[src/common/lmf_defines.vh]
/*
 * Constants for the LED matrix function register bank: offsets, fields,
 * reset values, magic values and decode codes.
 * Assumes inclusion by bare name from the design files.
 */
`ifndef LMF_DEFINES_VH
`define LMF_DEFINES_VH

`define LMF_HDR_LED          8'h55
`define LMF_OFF_LOCK         8'hFE
`define LMF_OFF_PAGE         8'hFD
`define LMF_LOCK_KEY         8'hC5
`define LMF_LOCK_CLR         8'h00
`define LMF_PAGE_ONE         8'h01
`define LMF_PAGE_RST         8'h00
`define LMF_OFF_DOT_FIRST    8'h01
`define LMF_OFF_DOT_LAST     8'h48
`define LMF_OFF_CFG          8'h50
`define LMF_OFF_GCUR         8'h51
`define LMF_OFF_PULL         8'h52
`define LMF_OFF_THERM        8'h5F
`define LMF_OFF_SPREAD       8'h60
`define LMF_OFF_RESET        8'h8F
`define LMF_OFF_PFUNLOCK     8'hE0
`define LMF_OFF_PFSEL        8'hE2
`define LMF_RESET_KEY        8'hAE

`define LMF_RST_CFG          8'h00
`define LMF_RST_GCUR         8'h00
`define LMF_RST_PULL         8'h33
`define LMF_RST_THERM        8'h00
`define LMF_RST_SPREAD       8'h00
`define LMF_RST_PFUNLOCK     8'h00
`define LMF_RST_PFSEL        3'h0
`define LMF_RST_DOT          8'h00

`define LMF_MASK_CFG         8'hF7
`define LMF_MASK_PULL        8'hF7
`define LMF_MASK_THERM       8'h0F
`define LMF_MASK_SPREAD      8'h1F
`define LMF_MASK_PFUNLOCK    8'h01

`define LMF_SCAN_FOUR        4'h0
`define LMF_SCAN_THREE       4'h1
`define LMF_SCAN_TWO         4'h2
`define LMF_SCAN_STATIC      4'h3
`define LMF_FD_OFF           2'h0
`define LMF_FD_OPEN_A        2'h1
`define LMF_FD_SHORT         2'h2
`define LMF_FD_OPEN_B        2'h3
`define LMF_PFSEL_FAST_B     3'h7

`define LMF_TEMP_140         8'h8C
`define LMF_TEMP_120         8'h78
`define LMF_TEMP_100         8'h64
`define LMF_TEMP_90          8'h5A
`define LMF_PCT_100          7'h64
`define LMF_PCT_75           7'h4B
`define LMF_PCT_55           7'h37
`define LMF_PCT_30           7'h1E
`define LMF_DEV_5            6'h05
`define LMF_DEV_15           6'h0F
`define LMF_DEV_24           6'h18
`define LMF_DEV_34           6'h22
`define LMF_CYC_1980         11'h7BC
`define LMF_CYC_1200         11'h4B0
`define LMF_CYC_820          11'h334
`define LMF_CYC_660          11'h294

`endif

[src/logic/lmf_dot_mem.v]
/*
 * Per-dot scale byte memory, one write port and one registered read port.
 * Assumes one clock; there is no clear input, so the writer clears every
 * word by a walk through the write port (DEPTH cycles).
 */
`timescale 1ns/1ps
`include "lmf_defines.vh"
module lmf_dot_mem #(
    parameter DEPTH = 72,
    parameter AW    = 7
) (
    input  wire          clk_in,
    input  wire          wr_en_in,
    input  wire [AW-1:0] wr_addr_in,
    input  wire [7:0]    wr_data_in,
    input  wire [AW-1:0] rd_addr_in,
    output reg  [7:0]    rd_data_out
);
    reg [7:0] mem_ff [0:DEPTH-1];

    always @(posedge clk_in) begin
        if (wr_en_in) begin
            mem_ff[wr_addr_in] <= wr_data_in;
        end
        rd_data_out <= mem_ff[rd_addr_in];
    end
endmodule // lmf_dot_mem

[src/logic/lmf_func_regs.v]
/*
 * Page-one function register bank of an 18x4 matrix LED driver.
 * Assumes an upstream serial slave that delivers decoded register writes
 * (header byte, offset, data) as one-cycle strobes synchronous to clk_in.
 */
// Notes on behaviour
// RULE1: one 8-bit scale byte per dot
// RULE2: dot bytes at 01h-48h, page one
// RULE3: scan field decodes four, three, two, static
// RULE4: fault field: off, open, short
// RULE5: open detect runs once per 00-01
// RULE6: short detect runs once per 00-10
// RULE7: shutdown bit 0 holds device off
// RULE8: global current scales all column sinks
// RULE9: phase bit gives 180 degree delay
// RULE10: row pulldown eight-code decode
// RULE11: column pullup same eight-code decode
// RULE12: temperature threshold selects derating start
// RULE13: rolloff code gives current percentage
// RULE14: spread bit enables clock modulation
// RULE15: spread range decodes deviation percent
// RULE16: spread cycle decodes modulation period
// RULE17: writing AEh resets all registers; here the page pointer and its lock keep their values
// RULE18: power-up loads defaults, display blank
// RULE19: frequency select writable only when unlocked
// RULE20: page pointer needs C5h unlock once
// RULE21: LED space writes need 55h header
// RULE22: frequency code halves from 29 kHz
// RULE23: locked frequency writes keep old value
// RULE24: unassigned bits ignore writes
`timescale 1ns/1ps
`include "lmf_defines.vh"
module lmf_func_regs #(
    parameter DOTS = 72,
    parameter AW   = 7
) (
    input  wire          clk_in,
    input  wire          srst_in,
    input  wire          wr_stb_in,
    input  wire [7:0]    wr_header_in,
    input  wire [7:0]    wr_addr_in,
    input  wire [7:0]    wr_data_in,
    input  wire [AW-1:0] dot_sel_in,
    output wire [7:0]    dot_peak_scale_out,
    output reg  [7:0]    page_sel_out,
    output wire          page_lock_open_out,
    output reg  [1:0]    row_count_out,
    output reg           scan_static_out,
    output reg           open_detect_pulse_out,
    output reg           short_detect_pulse_out,
    output reg           shutdown_out,
    output wire [7:0]    global_current_level_out,
    output wire          phase_select_out,
    output reg  [3:0]    row_pulldown_kohm_x2_out,
    output reg           row_pulldown_always_out,
    output reg  [3:0]    column_pullup_kohm_x2_out,
    output reg           column_pullup_always_out,
    output reg  [7:0]    thermal_start_c_out,
    output reg  [6:0]    rolloff_pct_out,
    output wire          spread_enable_out,
    output reg  [5:0]    spread_dev_pct_out,
    output reg  [10:0]   spread_cycle_us_out,
    output wire [2:0]    pwm_freq_select_out,
    output reg  [2:0]    pwm_freq_div_log2_out,
    output wire          clear_busy_out
);
    reg  [7:0]    lock_ff;
    reg  [7:0]    cfg_ff;
    reg  [7:0]    gcur_ff;
    reg  [7:0]    pull_ff;
    reg  [7:0]    therm_ff;
    reg  [7:0]    spread_ff;
    reg  [7:0]    pfunlock_ff;
    reg  [2:0]    pfsel_ff;
    reg  [1:0]    fd_prev_ff;
    reg  [AW-1:0] clr_idx_ff;
    reg           clr_busy_ff;

    wire          led_wr;
    wire          pg1_wr;
    wire          soft_rst;
    wire          dot_wr;
    wire [1:0]    fd_now;
    wire          mem_we;
    wire [AW-1:0] mem_wa;
    wire [7:0]    mem_wd;
    wire [7:0]    pull_rst;

    // Pull resistor decode, shared by rows and columns
    function [4:0] lmf_pull_dec;
        input [2:0] code;
        begin
            case (code)
                3'h0:    lmf_pull_dec = 5'h00;
                3'h1:    lmf_pull_dec = 5'h01;
                3'h2:    lmf_pull_dec = 5'h02;
                3'h3:    lmf_pull_dec = 5'h04;
                3'h4:    lmf_pull_dec = 5'h12;
                3'h5:    lmf_pull_dec = 5'h14;
                3'h6:    lmf_pull_dec = 5'h18;
                default: lmf_pull_dec = 5'h10;
            endcase
        end
    endfunction

    assign led_wr   = wr_stb_in && (wr_header_in == `LMF_HDR_LED);                  // see RULE21
    assign pg1_wr   = led_wr && (page_sel_out == `LMF_PAGE_ONE);                    // see RULE2
    assign soft_rst = pg1_wr && (wr_addr_in == `LMF_OFF_RESET) && (wr_data_in == `LMF_RESET_KEY); // see RULE17
    assign dot_wr   = pg1_wr && (wr_addr_in >= `LMF_OFF_DOT_FIRST) && (wr_addr_in <= `LMF_OFF_DOT_LAST); // see RULE2

    // Dot bytes are cleared by a walk after any reset
    assign mem_we = clr_busy_ff || dot_wr;                                          // see RULE18
    assign mem_wa = clr_busy_ff ? clr_idx_ff : (wr_addr_in[AW-1:0] - {{(AW-1){1'b0}}, 1'b1});
    assign mem_wd = clr_busy_ff ? `LMF_RST_DOT : wr_data_in;
    assign pull_rst = `LMF_RST_PULL;

    lmf_dot_mem #(
        .DEPTH (DOTS),
        .AW    (AW)
    ) u_dot_mem (
        .clk_in      (clk_in),
        .wr_en_in    (mem_we),
        .wr_addr_in  (mem_wa),
        .wr_data_in  (mem_wd),
        .rd_addr_in  (dot_sel_in),
        .rd_data_out (dot_peak_scale_out)                                           // see RULE1
    );

    always @(posedge clk_in) begin
        if (srst_in || soft_rst) begin
            clr_busy_ff <= 1'b1;
            clr_idx_ff  <= {AW{1'b0}};
        end else if (clr_busy_ff) begin
            if (clr_idx_ff == DOTS[AW-1:0] - {{(AW-1){1'b0}}, 1'b1}) begin
                clr_busy_ff <= 1'b0;
            end
            clr_idx_ff <= clr_idx_ff + {{(AW-1){1'b0}}, 1'b1};
        end
    end
    assign clear_busy_out = clr_busy_ff;

    // Page pointer and its one-shot write lock
    always @(posedge clk_in) begin
        if (srst_in) begin
            lock_ff      <= `LMF_LOCK_CLR;
            page_sel_out <= `LMF_PAGE_RST;
        end else if (led_wr && wr_addr_in == `LMF_OFF_LOCK) begin
            lock_ff <= wr_data_in;
        end else if (led_wr && wr_addr_in == `LMF_OFF_PAGE && lock_ff == `LMF_LOCK_KEY) begin
            page_sel_out <= wr_data_in;                                             // see RULE20
            lock_ff      <= `LMF_LOCK_CLR;                                          // see RULE20
        end
    end
    assign page_lock_open_out = (lock_ff == `LMF_LOCK_KEY);

    // Function registers
    always @(posedge clk_in) begin
        if (srst_in || soft_rst) begin                                              // see RULE17 see RULE18
            cfg_ff      <= `LMF_RST_CFG;
            gcur_ff     <= `LMF_RST_GCUR;
            pull_ff     <= `LMF_RST_PULL;
            therm_ff    <= `LMF_RST_THERM;
            spread_ff   <= `LMF_RST_SPREAD;
            pfunlock_ff <= `LMF_RST_PFUNLOCK;
            pfsel_ff    <= `LMF_RST_PFSEL;
        end else if (pg1_wr) begin
            case (wr_addr_in)
                `LMF_OFF_CFG:      cfg_ff      <= wr_data_in & `LMF_MASK_CFG;      // see RULE24
                `LMF_OFF_GCUR:     gcur_ff     <= wr_data_in;
                `LMF_OFF_PULL:     pull_ff     <= wr_data_in & `LMF_MASK_PULL;     // see RULE24
                `LMF_OFF_THERM:    therm_ff    <= wr_data_in & `LMF_MASK_THERM;    // see RULE24
                `LMF_OFF_SPREAD:   spread_ff   <= wr_data_in & `LMF_MASK_SPREAD;   // see RULE24
                `LMF_OFF_PFUNLOCK: pfunlock_ff <= wr_data_in & `LMF_MASK_PFUNLOCK; // see RULE24
                `LMF_OFF_PFSEL: begin
                    if (pfunlock_ff[0]) begin                                       // see RULE19 see RULE23
                        pfsel_ff <= wr_data_in[7:5];
                    end
                end
                default: begin
                end
            endcase
        end
    end

    // Detection launches on a step from disabled into a mode
    assign fd_now = cfg_ff[2:1];
    always @(posedge clk_in) begin
        if (srst_in) begin
            fd_prev_ff             <= `LMF_FD_OFF;
            open_detect_pulse_out  <= 1'b0;
            short_detect_pulse_out <= 1'b0;
        end else begin
            fd_prev_ff             <= fd_now;
            open_detect_pulse_out  <= (fd_prev_ff == `LMF_FD_OFF)
                                      && (fd_now == `LMF_FD_OPEN_A || fd_now == `LMF_FD_OPEN_B); // see RULE4 see RULE5
            short_detect_pulse_out <= (fd_prev_ff == `LMF_FD_OFF) && (fd_now == `LMF_FD_SHORT);  // see RULE4 see RULE6
        end
    end

    assign global_current_level_out = gcur_ff;                                      // see RULE8
    assign phase_select_out         = pull_ff[7];                                   // see RULE9
    assign spread_enable_out        = spread_ff[4];                                 // see RULE14
    assign pwm_freq_select_out      = pfsel_ff;

    // Registered decodes
    always @(posedge clk_in) begin
        if (srst_in) begin
            row_count_out             <= 2'h3;
            scan_static_out           <= 1'b0;
            shutdown_out              <= 1'b1;
            {row_pulldown_always_out, row_pulldown_kohm_x2_out}   <= lmf_pull_dec(pull_rst[6:4]); // see RULE18
            {column_pullup_always_out, column_pullup_kohm_x2_out} <= lmf_pull_dec(pull_rst[2:0]); // see RULE18
            thermal_start_c_out       <= `LMF_TEMP_140;
            rolloff_pct_out           <= `LMF_PCT_100;
            spread_dev_pct_out        <= 6'h00;
            spread_cycle_us_out       <= 11'h000;
            pwm_freq_div_log2_out     <= 3'h0;
        end else begin
            shutdown_out <= ~cfg_ff[0];                                             // see RULE7
            case (cfg_ff[7:4])                                                      // see RULE3
                `LMF_SCAN_THREE: begin
                    row_count_out   <= 2'h2;
                    scan_static_out <= 1'b0;
                end
                `LMF_SCAN_TWO: begin
                    row_count_out   <= 2'h1;
                    scan_static_out <= 1'b0;
                end
                `LMF_SCAN_STATIC: begin
                    row_count_out   <= 2'h0;
                    scan_static_out <= 1'b1;
                end
                default: begin
                    row_count_out   <= 2'h3;
                    scan_static_out <= 1'b0;
                end
            endcase
            {row_pulldown_always_out, row_pulldown_kohm_x2_out}   <= lmf_pull_dec(pull_ff[6:4]); // see RULE10
            {column_pullup_always_out, column_pullup_kohm_x2_out} <= lmf_pull_dec(pull_ff[2:0]); // see RULE11
            case (therm_ff[3:2])                                                    // see RULE12
                2'h0:    thermal_start_c_out <= `LMF_TEMP_140;
                2'h1:    thermal_start_c_out <= `LMF_TEMP_120;
                2'h2:    thermal_start_c_out <= `LMF_TEMP_100;
                default: thermal_start_c_out <= `LMF_TEMP_90;
            endcase
            case (therm_ff[1:0])                                                    // see RULE13
                2'h0:    rolloff_pct_out <= `LMF_PCT_100;
                2'h1:    rolloff_pct_out <= `LMF_PCT_75;
                2'h2:    rolloff_pct_out <= `LMF_PCT_55;
                default: rolloff_pct_out <= `LMF_PCT_30;
            endcase
            if (!spread_ff[4]) begin                                                // see RULE14
                spread_dev_pct_out  <= 6'h00;
                spread_cycle_us_out <= 11'h000;
            end else begin
                case (spread_ff[3:2])                                               // see RULE15
                    2'h0:    spread_dev_pct_out <= `LMF_DEV_5;
                    2'h1:    spread_dev_pct_out <= `LMF_DEV_15;
                    2'h2:    spread_dev_pct_out <= `LMF_DEV_24;
                    default: spread_dev_pct_out <= `LMF_DEV_34;
                endcase
                case (spread_ff[1:0])                                               // see RULE16
                    2'h0:    spread_cycle_us_out <= `LMF_CYC_1980;
                    2'h1:    spread_cycle_us_out <= `LMF_CYC_1200;
                    2'h2:    spread_cycle_us_out <= `LMF_CYC_820;
                    default: spread_cycle_us_out <= `LMF_CYC_660;
                endcase
            end
            if (pfsel_ff == `LMF_PFSEL_FAST_B) begin                                // see RULE22
                pwm_freq_div_log2_out <= 3'h0;
            end else begin
                pwm_freq_div_log2_out <= pfsel_ff;
            end
        end
    end
endmodule // lmf_func_regs

[config.mk]
export PLATFORM = sky130hd
export DESIGN_NAME = lmf_func_regs
export DESIGN_NICKNAME = d
export VERILOG_FILES = /design/src/logic/lmf_dot_mem.v /design/src/logic/lmf_func_regs.v
export VERILOG_INCLUDE_DIRS = /design/src /design/src/common
export SDC_FILE = /design/constraint.sdc
export NUM_CORES = 1
export LEC_CHECK = 0
export ABC_CLOCK_PERIOD_IN_PS = 4290
export BUFFER_PORTS_ARGS = -buffer_cell sky130_fd_sc_hd__buf_2
export CORE_ASPECT_RATIO = 0.6
export CORE_UTILIZATION = 55
export CTS_CLUSTER_SIZE = 24
export DETAILED_ROUTE_END_ITERATION = 12
export HOLD_SLACK_MARGIN = 0.05
export PLACE_DENSITY_LB_ADDON = 0.25
export SYNTH_ARGS = -nofsm -noshare
export SYNTH_HDL_FRONTEND = slang
export SYNTH_SLANG_ARGS = --single-unit
[constraint.sdc]
create_clock -name clk_in -period 4.29 [get_ports clk_in]
set_clock_uncertainty 0.2 [all_clocks]
set_input_delay 0.2145 -clock clk_in [delete_from_list [all_inputs] [get_ports clk_in]]
set_output_delay 0.2145 -clock clk_in [all_outputs]
set_load 0.01 [all_outputs]
==> key figures, run 1 <==
Status
  – Outcome: complete, no violations

STA
  – Final Max Slew Viols: 0
  – Period minus WS final: 3.983 ns
  – Total negative slack: 0 ns
  – Final Setup Violations: 0
  – Worst Tran Pin Value: 1.304 ns
  – RSZ-0062 raised after global routing: no
  – Final hold vios: 0
  – Setup WS post-layout: 0.3066 ns
  – Rel. slew slack: 12.43%
  – Fmax: 0.2510 GHz
  – Tcrit/Tclk final: 92.85%

Drt
  – Detailed Routing Iterations Pass 1: 6
  – DR iter-0 viols: 1789
  – Drc violations: 0
  – DR vias: 15.09k
  – Drt wl/cell: 26.62 um
  – Via/cell ratio: 6.325
  – Routed Antenna Nets: 0
  – Final wirelength: 63490 um

Yosys
  – Mux cell area share after synthesis: 14.55%
  – YS warnings: 0
  – Share of the synthesized area in the top cell type: 63.78%
  – Post-synth ARST share: 0%
  – Yosys top cell by area: edfxtp_1
  – Avg Inst Size Synth: 17.88 um^2
  – Syn Inst Count: 1517
  – Post-Syn Area: 27120 um^2
  – Synth Area in Adders: 0.9228%
  – EDFF count, synth: 576
  – XOR/XNOR Fraction of Synth Area: 0.3876%
  – Distinct cells, synth: 65
  – Ys flop type: edfxtp_1
  – Sequential-to-total area share from yosys stat: 72.20%
  – Synth Area in Compound Gates: 3.931%
  – Synth area leaders: edfxtp_1 (64%), mux4_2 (12%), dfxtp_1 (8.4%)
  – Flops & latches, synth: 690
  – Synth Area in Simple Gates: 6.007%
  – Largest family of logic cells by synthesized area: multiplexers

Floorplanning
  – Io pins: 116
  – Die area: 50230 um^2
  – Die height: 174 um
  – Die width: 288.7 um
  – Num rows: 62
  – Core Region: 48250 um^2
  – Initial core utilization: 56.20%

CTS
  – Post_cts resized: 0
  – Clock buffers created by TritonCTS: 60
  – Worst-case clock buffer depth: 3
  – Root Buffer: clkbuf_16
  – Clock Latency Late Sink: 0.60 ns
  – Postcts setup bufs: 0
  – Hold buffer count at cts: 22
  – Worst-path clk slew: 0.06 ns
  – # clock sinks: 690
  – CTS tree: built
  – H-tree levels: 2

Critical path
  – Kind of critical path: input pin to register
  – Crit path max fanout: 12
  – Nature of the critical path endpoint: register
  – CP arrival: 4.00 ns
  – CP Data Required Time: 4.30 ns
  – Critical path startpoint category: input pin

Cells and area
  – Fillers: 3338
  – Reg area: 19580 um^2
  – Final instance area: 31090 um^2
  – Fin cells: 2385
  – Final net count: 1747
  – Antenna cells: 0
  – Layout cells sized above 1: 27.28%
  – Multi-input logic area: 7132 um^2
  – P&R area growth vs syn: 14.66%

Place
  – HPWL after DPL: 39720 um
  – Number of port buffers: 111
  – Gpl congestion: 0.8933
  – Pre-CTS setup slack: 0.2752 ns
  – Inst Count DP: 2248
  – Placed inst area: 28800 um^2

GRT
  – Initial antenna violation count: 0
  – Pin count of the biggest net entering global routing: 73
  – GR Overflow Total: 0
  – GRT Total Usage: 25.86%
  – Vias in the first global route: 14.94k
  – Wire length of the first global-routing pass: 95850 um

Pwr
  – Clk pwr share: 41.8%
  – Overall Power: 13.49 mW
  – Reg power frac: 53.4%
  – Int Pwr: 10.72 mW
  – Net Sw Power: 2.776 mW
  – Max IR drop VDD: 0.4275 mV
  – Lkg Pwr: 10.58 nW
  – PD cells: 433.9 nW/um^2
  – Combinational Power Share: 4.7%
  – Net switching share of the total power: 20.57%

Job
  – Number of max-cap violations: 0

Worst hold path
  – Type of the most critical hold path: input pin to register
## area by class of cell
class,instances,area share (%)
Sequential cell,690,62.97
Multi-Input combinational cell,705,22.94
Clock buffer,75,5.179
Timing Repair Buffer,215,4.635
Tap cell,640,2.575
Clock inverter,39,1.453
Inverter,21,0.2535
## through the flow
step           hold WS, ns  utilization (%)
6_report            0.1282            64.44
3_5_place_dp        0.1968            59.69
4_1_cts            0.09608            64.42
2_1_floorplan      0.09344                -
3_3_place_gp        0.1954            59.69
5_1_grt             0.1233            64.44
## flip-flops by register name, summed over array words and instances, names as in the netlist, 7 cells and up
register,count
global_current_level_out,8
thermal_start_c_out,7
lock_ff,8
pull_ff,7
cfg_ff,7
u_dot_mem.rd_data_out,8
u_dot_mem.mem_ff,576
page_sel_out,8
clr_idx_ff,7
rolloff_pct_out,7
spread_cycle_us_out,7
## path summary, 6_finish.rpt
path,startpoint,to,slack (ns),depth (start not counted)
hold / removal,wr_addr_in[0],global_current_level_out[6],0.13,5
setup reg to reg,page_sel_out[7],u_dot_mem.mem_ff[41][4],0.74,6
hold reg to reg,cfg_ff[4],row_count_out[0],0.22,1
setup / recovery,wr_addr_in[2],u_dot_mem.mem_ff[41][4],0.31,7
## worst max-delay path, cell delays in order
cell,delay (ns)
dlygate4sd3_1,0.53
buf_2,0.20
or4_1,0.67
or3_4,0.40
a2111oi_4,0.66
o21bai_2,0.27
nor3_1,1.05
## power by group through the flow
stage,clock (mW),combinational [mW],sequential [mW]
after global routing,6.00,0.675,7.21
final,5.64,0.639,7.21
after global placement,0,0.609,7.35
after floorplan,0,0.396,7.35
after detailed placement,0,0.618,7.36
after CTS,5.72,0.634,7.21
## Yosys cell counts (26+ instances only)
master,instances
nor3_1,51
clkbuf_1,50
a22oi_1,31
nand2_1,26
nor2_1,70
buf_2,28
nand3_1,34
dfxtp_1,114
mux2i_1,50
nor4_1,37
mux4_2,144
edfxtp_1,576
a21oi_1,26
o21ai_0,34
## metal layers
metal	GRT usage (%)	vias up	wire length [um]
met2	35.89	770	27270
met4	4.781	0	946
met5	0	-	0
met1	41.83	7776	28190
li1	-	6457	-
met3	6.286	83	7088
## logic make-up (layout without fill, tap and decap cells)
group | Yosys count | after routing
compound gates | 152 | 152
xor+xnor | 12 | 12
fa+ha+maj | 20 | 20
buf+inv | 125 | 350
flops | 690 | 690
mux | 212 | 212
other cells | 1 | 4
simple gates | 305 | 305
## cell usage in the layout, fill, tap and decap left out, drive strengths merged, types with 6 or more instances in the layout
master	instances
nor3b	6
dlygate4sd3	22
nor2b	24
nor4	38
o21bai	7
ha	20
inv	25
clkinv	22
nand3	34
nand2	26
nor3	51
nand2b	8
o211ai	7
a21oi	26
mux4	144
and2	6
mux2i	50
clkbuf	75
a211oi	6
edfxtp	576
a221oi	8
nor4b	6
nor2	70
mux2	18
dfxtp	114
o21ai	34
bufinv	10
xor2	7
buf	193
a22oi	31
nand4	15
Power figures use the tool's default switching activity.
==> run 2: changes to the inputs <==
- CELL_PAD_IN_SITES_DETAIL_PLACEMENT: not set -> 0
- CELL_PAD_IN_SITES_GLOBAL_PLACEMENT: not set -> 1
- CORE_UTILIZATION: 55 -> 53
==> key figures, run 2 (synthesis results as in run 1) <==
Status
  – Outcome: complete, no violations

Critical path
  – Critical path startpoint category: register
  – Critical Path Max Stage Delay: 1.05 ns
  – Critical-path top delay cell: nor3_1
  – Kind of critical path: register to register
  – Cell repeated most along the worst path: nor3_1
  – CP Data Required Time: 4.30 ns
  – Crit-path cells: nor4b_1 > nand2_1 > nor3_1 > a32oi_2 > buf_12 > nor3_1
  – Crit path max fanout: 36
  – CP delay by family, top: simple AND/OR/NAND/NOR gates
  – CP arrival: 3.65 ns
  – Worst path bufs/invs: 1
  – Nature of the critical path endpoint: register

STA
  – Final Max Slew Viols: 0
  – Rel. slew slack: 12.76%
  – Final Setup Violations: 0
  – Fmax: 0.2745 GHz
  – Worst Tran Pin Value: 1.299 ns
  – Tcrit/Tclk final: 84.92%
  – Final hold vios: 0
  – Period minus WS final: 3.643 ns
  – RSZ-0062 raised after global routing: no
  – Setup WS post-layout: 0.6471 ns
  – Total negative slack: 0 ns

Place
  – Number of port buffers: 111
  – HPWL after DPL: 41760 um
  – Inst Count DP: 2310
  – Gpl congestion: 0.8664
  – Pre-CTS setup slack: 0.2539 ns

CTS
  – Worst-case clock buffer depth: 3
  – Clock buffers created by TritonCTS: 59
  – # clock sinks: 690
  – Clock Latency Late Sink: 0.61 ns
  – Root Buffer: clkbuf_16
  – H-tree levels: 2
  – Postcts setup bufs: 0
  – CTS tree: built
  – Worst-path clk slew: 0.07 ns

Cells and area
  – Leading cell types in the layout, fill and taps excluded: edfxtp_1 (576), mux4_2 (144), dfxtp_1 (113), buf_2 (108), buf_4 (94)
  – P&R area growth vs syn: 14.03%
  – Largest register FFs: 576
  – Layout cells sized above 1: 27.46%
  – Final net count: 1759
  – Top reg by flops: u_dot_mem.mem_ff
  – Fin cells: 2431
  – Commonest non-fill, non-tap cell in the layout: edfxtp_1

Floorplanning
  – Initial core utilization: 54.26%
  – Num rows: 63
  – Die height: 177.2 um
  – Core Region: 49980 um^2
  – Die width: 294.0 um
  – Io pins: 116
  – Die area: 52110 um^2

Drt
  – Drt wl/cell: 27.01 um
  – Routed Antenna Nets: 0
  – Via/cell ratio: 6.183
  – DR vias: 15.03k
  – DR iter-0 viols: 1869
  – Final wirelength: 65660 um
  – Drc violations: 0
  – Detailed Routing Iterations Pass 1: 5

GRT
  – GR Overflow Total: 0
  – GRT Total Usage: 25.62%
  – Wire length of the first global-routing pass: 96920 um
  – Vias in the first global route: 14.55k
  – Initial antenna violation count: 2
  – Pin count of the biggest net entering global routing: 73

Pwr
  – Max IR drop VDD: 0.2990 mV
  – Lkg Pwr: 10.51 nW
  – PD cells: 412.6 nW/um^2

Worst hold path
  – Type of the most critical hold path: input pin to register

Job
  – Number of max-cap violations: 0
## run 2: cell types whose count changed in the layout (fill, tap and decap cells not counted), sizes merged
cell and change:
dlygate4sd3 -6, diode +1, inv -1, clkinvlp -1
clkbuf -2, clkinv +3, buf +19, bufinv -9
## run 2: stage by stage
stage	instance area [um^2]	hold slack, ns	util, %	total power [mW]
floorplan	27130	0.09344	-	7.751
global placement	29040	0.2099	58.11	7.986
detailed placement	29040	0.2221	58.11	7.991
CTS	30910	0.07365	61.86	12.82
global route	30920	0.1447	61.87	13.11
finish	30920	0.1031	61.87	12.76
## run 2: worst register-to-register path, stage by stage, from the launching register on
cell and delay, ns:
dfxtp_1 0.32, nor4b_1 0.55, nand2_1 0.26, nor3_1 0.41, a32oi_2 0.22, buf_12 0.22, nor3_1 1.07
## run 2: cell type report
class / count / area, um^2
fillers: 3648 / 19050
flip-flops and latches: 690 / 19580
repair buffers: 228 / 1589
inverters: 21 / 78.83
well taps: 682 / 853.3
diodes: 1 / 2.502
multi-input cells: 705 / 7107
clock inverters: 31 / 182.7
clock buffers: 73 / 1529
## run 2: report_power, final
group / internal, mW / total, mW / switching, mW
Sequential: 7.20 / 7.21 / 0.0191
Clock: 2.58 / 4.89 / 2.31
Combinational: 0.265 / 0.651 / 0.386
Total: 10.0 / 12.8 / 2.72
## run 2: worst paths after layout
| path | from | endpoint | slack (ns) | cells after the start |
|---|---|---|---|---|
| worst min-delay path | wr_stb_in | spread_ff[1] | 0.10 | 5 |
| worst min register to register | fd_prev_ff[1] | short_detect_pulse_out | 0.23 | 1 |
| worst max-delay path | page_sel_out[7] | u_dot_mem.mem_ff[46][0] | 0.65 | 6 |
| worst max register to register | page_sel_out[7] | u_dot_mem.mem_ff[46][0] | 0.65 | 6 |
## run 2: per-layer routing
| layer | global-route usage [%] | vias to the layer above | part of all wire [%] |
|---|---|---|---|
| met4 | 4.232 | 0 | 1.2 |
| met1 | 42.36 | 7791 | 47 |
| li1 | - | 6462 | - |
| met5 | 0 | - | 0 |
| met3 | 6.592 | 60 | 11 |
| met2 | 34.19 | 717 | 41 |
## run 2: repair_timing
item / in CTS / in global routing
hold buffers: 16 / 0
resized for setup: 0 / 0
endpoints found under the hold margin: 84 / 0
==> run 3: changes to the inputs <==
- ABC_AREA: not set -> 1
- ABC_CLOCK_PERIOD_IN_PS: 4290 -> 3700
- CORE_UTILIZATION: 53 -> 49
- clock period: 4.29 -> 3.7 ns (I/O delays scaled with it)
==> key figures, run 3 <==
Status
  – Outcome: complete, no violations

Floorplanning
  – Die width: 310.6 um
  – Die height: 187.2 um
  – Io pins: 116
  – Initial core utilization: 49.84%
  – Core Region: 56170 um^2
  – Num rows: 67
  – Die area: 58130 um^2

CTS
  – H-tree levels: 2
  – # clock sinks: 690
  – Clock Latency Late Sink: 0.61 ns
  – Postcts setup bufs: 0
  – CTS tree: built
  – Worst-case clock buffer depth: 3
  – Root Buffer: clkbuf_16
  – Clock buffers created by TritonCTS: 60
  – Worst-path clk slew: 0.07 ns

Critical path
  – Crit path max fanout: 9
  – Worst reg2reg setup slack: 0.60 ns
  – CP arrival: 3.66 ns
  – Critical Path End: u_dot_mem.mem_ff[12][7]
  – CP Data Required Time: 3.74 ns
  – Reg-to-reg endpoint: u_dot_mem.mem_ff[12][7]
  – Nature of the critical path endpoint: register
  – Critical path startpoint category: input pin
  – Worst R2R Start: page_sel_out[1]
  – CP startpoint: wr_header_in[3]
  – Kind of critical path: input pin to register
  – Worst r2r path cells: 9

Job
  – Number of max-cap violations: 0

Yosys
  – Avg Inst Size Synth: 10.85 um^2
  – Post-synth ARST share: 0%
  – Sequential-to-total area share from yosys stat: 69.94%
  – Ys flop type: edfxtp_1
  – Synth cell count leaders: nand2_1 (790), edfxtp_1 (576), nand3_1 (462), nor2_1 (179), dfxtp_1 (114)
  – Share of the synthesized area in the top cell type: 61.78%
  – Flops & latches, synth: 690
  – Most common cell in the netlist: nand2_1
  – EDFF count, synth: 576
  – YS warnings: 0
  – Syn Inst Count: 2581
  – Distinct cells, synth: 38
  – Yosys top cell by area: edfxtp_1
  – Post-Syn Area: 28000 um^2
  – Synth area leaders: edfxtp_1 (62%), nand2_1 (11%), nand3_1 (8.3%)

GRT
  – Pin count of the biggest net entering global routing: 161
  – Wire length of the first global-routing pass: 113500 um
  – Initial antenna violation count: 1
  – Vias in the first global route: 18.49k
  – GR Overflow Total: 0
  – GRT Total Usage: 25.78%

STA
  – Worst Tran Pin Value: 1.202 ns
  – Fmax: 0.2760 GHz
  – Final Setup Violations: 0
  – Final hold vios: 0
  – RSZ-0062 raised after global routing: yes
  – Worst hold slack: 0.07386 ns
  – Rel. slew slack: 19.78%
  – Tcrit/Tclk final: 97.93%
  – Total negative slack: 0 ns
  – Period minus WS final: 3.623 ns
  – Final Max Slew Viols: 0

Drt
  – DR iter-0 viols: 2517
  – Drc violations: 0
  – DR vias: 19.61k
  – Final wirelength: 75510 um
  – Drt wl/cell: 21.45 um
  – Detailed Routing Iterations Pass 1: 5
  – Routed Antenna Nets: 0
  – Via/cell ratio: 5.571

Place
  – Number of port buffers: 111
  – HPWL after DPL: 46540 um
  – Gpl congestion: 0.8803
  – Inst Count DP: 3376

Cells and area
  – Top reg by flops: u_dot_mem.mem_ff
  – Antenna cells: 0
  – P&R area growth vs syn: 14.08%
  – Final net count: 2766
  – Layout cells sized above 1: 11.63%
  – Fin cells: 3520
  – Commonest non-fill, non-tap cell in the layout: nand2_1
  – Core Util, Final: 56.86%
  – Leading cell types in the layout, fill and taps excluded: nand2_1 (790), edfxtp_1 (576), nand3_1 (462), nor2_1 (152), dfxtp_1 (114)
  – Largest register FFs: 576

Pwr
  – Max IR drop VDD: 0.3612 mV
  – Lkg Pwr: 12.02 nW
  – PD cells: 483.0 nW/um^2
  – Overall Power: 15.43 mW

Worst hold path
  – Type of the most critical hold path: input pin to register
==> run 3: cell types whose count changed after synthesis, sizes merged, moves of 29 or more <==
cell | previous run | this run
nor2 | 70 | 182
nor4 | 38 | 8
nor3 | 51 | 14
inv | 21 | 89
nand2 | 26 | 790
nand3 | 34 | 470
mux2i | 50 | 0
a22oi | 31 | 0
buf | 53 | 82
mux4 | 144 | 0
==> run 3: stage by stage <==
step / area [um^2] / setup slack (ns)
final: 31940 / 0.07667
after global routing: 31940 / -0.09928
after CTS: 31890 / 0.01964
after detailed placement: 29630 / 0.4739
after global placement: 29630 / 0.6206
after floorplan: 28010 / 0.5556
==> run 3: worst min-delay path by stage <==
stage / slack, ns / end / depth (start not counted) / startpoint
floorplan: 0.13 / pull_ff[6] / 2 / wr_data_in[6]
global placement: 0.18 / shutdown_out / 1 / cfg_ff[0]
detailed placement: 0.18 / shutdown_out / 1 / cfg_ff[0]
CTS: 0.05 / global_current_level_out[4] / 6 / wr_header_in[6]
global route: 0.11 / global_current_level_out[4] / 6 / wr_header_in[6]
finish: 0.07 / global_current_level_out[4] / 6 / wr_header_in[6]
==> run 3: critical path, stage by stage <==
cell,delay [ns]
dlygate4sd3_1,0.52
buf_2,0.12
nor2_1,0.09
dlygate4sd3_1,0.55
nand4_1,0.29
nor2_4,0.27
nand2_1,0.12
o21ai_4,0.31
nand3_2,0.49
nor2_1,0.68
==> run 3: where the power goes <==
group          internal [mW]  leakage, nW  switching, mW
Sequential              8.34         6.28         0.0138
Combinational          0.241         4.81          0.622
Clock                   3.43        0.938           2.78
Total                   12.0         12.0           3.42
==> run 3: area by class of cell <==
class                           instances  area, um^2
Clock buffer                           68        1553
Clock inverter                         43       370.4
Fill cell                            4728       24230
Inverter                               89       344.1
Multi-Input combinational cell       1655        7541
Sequential cell                       690       19580
Tap cell                              759       949.7
Timing Repair Buffer                  216        1600
==> run 3: routing by layer <==
metal	global-route usage (%)	part of all wire, %
met4	4.474	1.4
met5	0	0.015
met2	36.63	42
met3	5.499	9.9
met1	40.79	47
==> run 3: cells by family (layout without fill, tap and decap cells) <==
family                     Yosys count  after routing  synth area share (%)
DFF                                690            690                 69.94
adders and majority gates           20             20                0.8939
other                                1              4               0.01339
AOI/OAI and AO/OA                  135            135                 2.664
xor gates and xnor gates             6              6                0.1877
buffers and inverters              239            416                 3.575
and+or+nand+nor                   1490           1490                 22.73
==> run 3: what timing repair did <==
item	CTS	global route
endpoints found under the hold margin	87	0
endpoints found under the setup margin	0	79
hold buffers	34	0
gates resized for setup	0	20
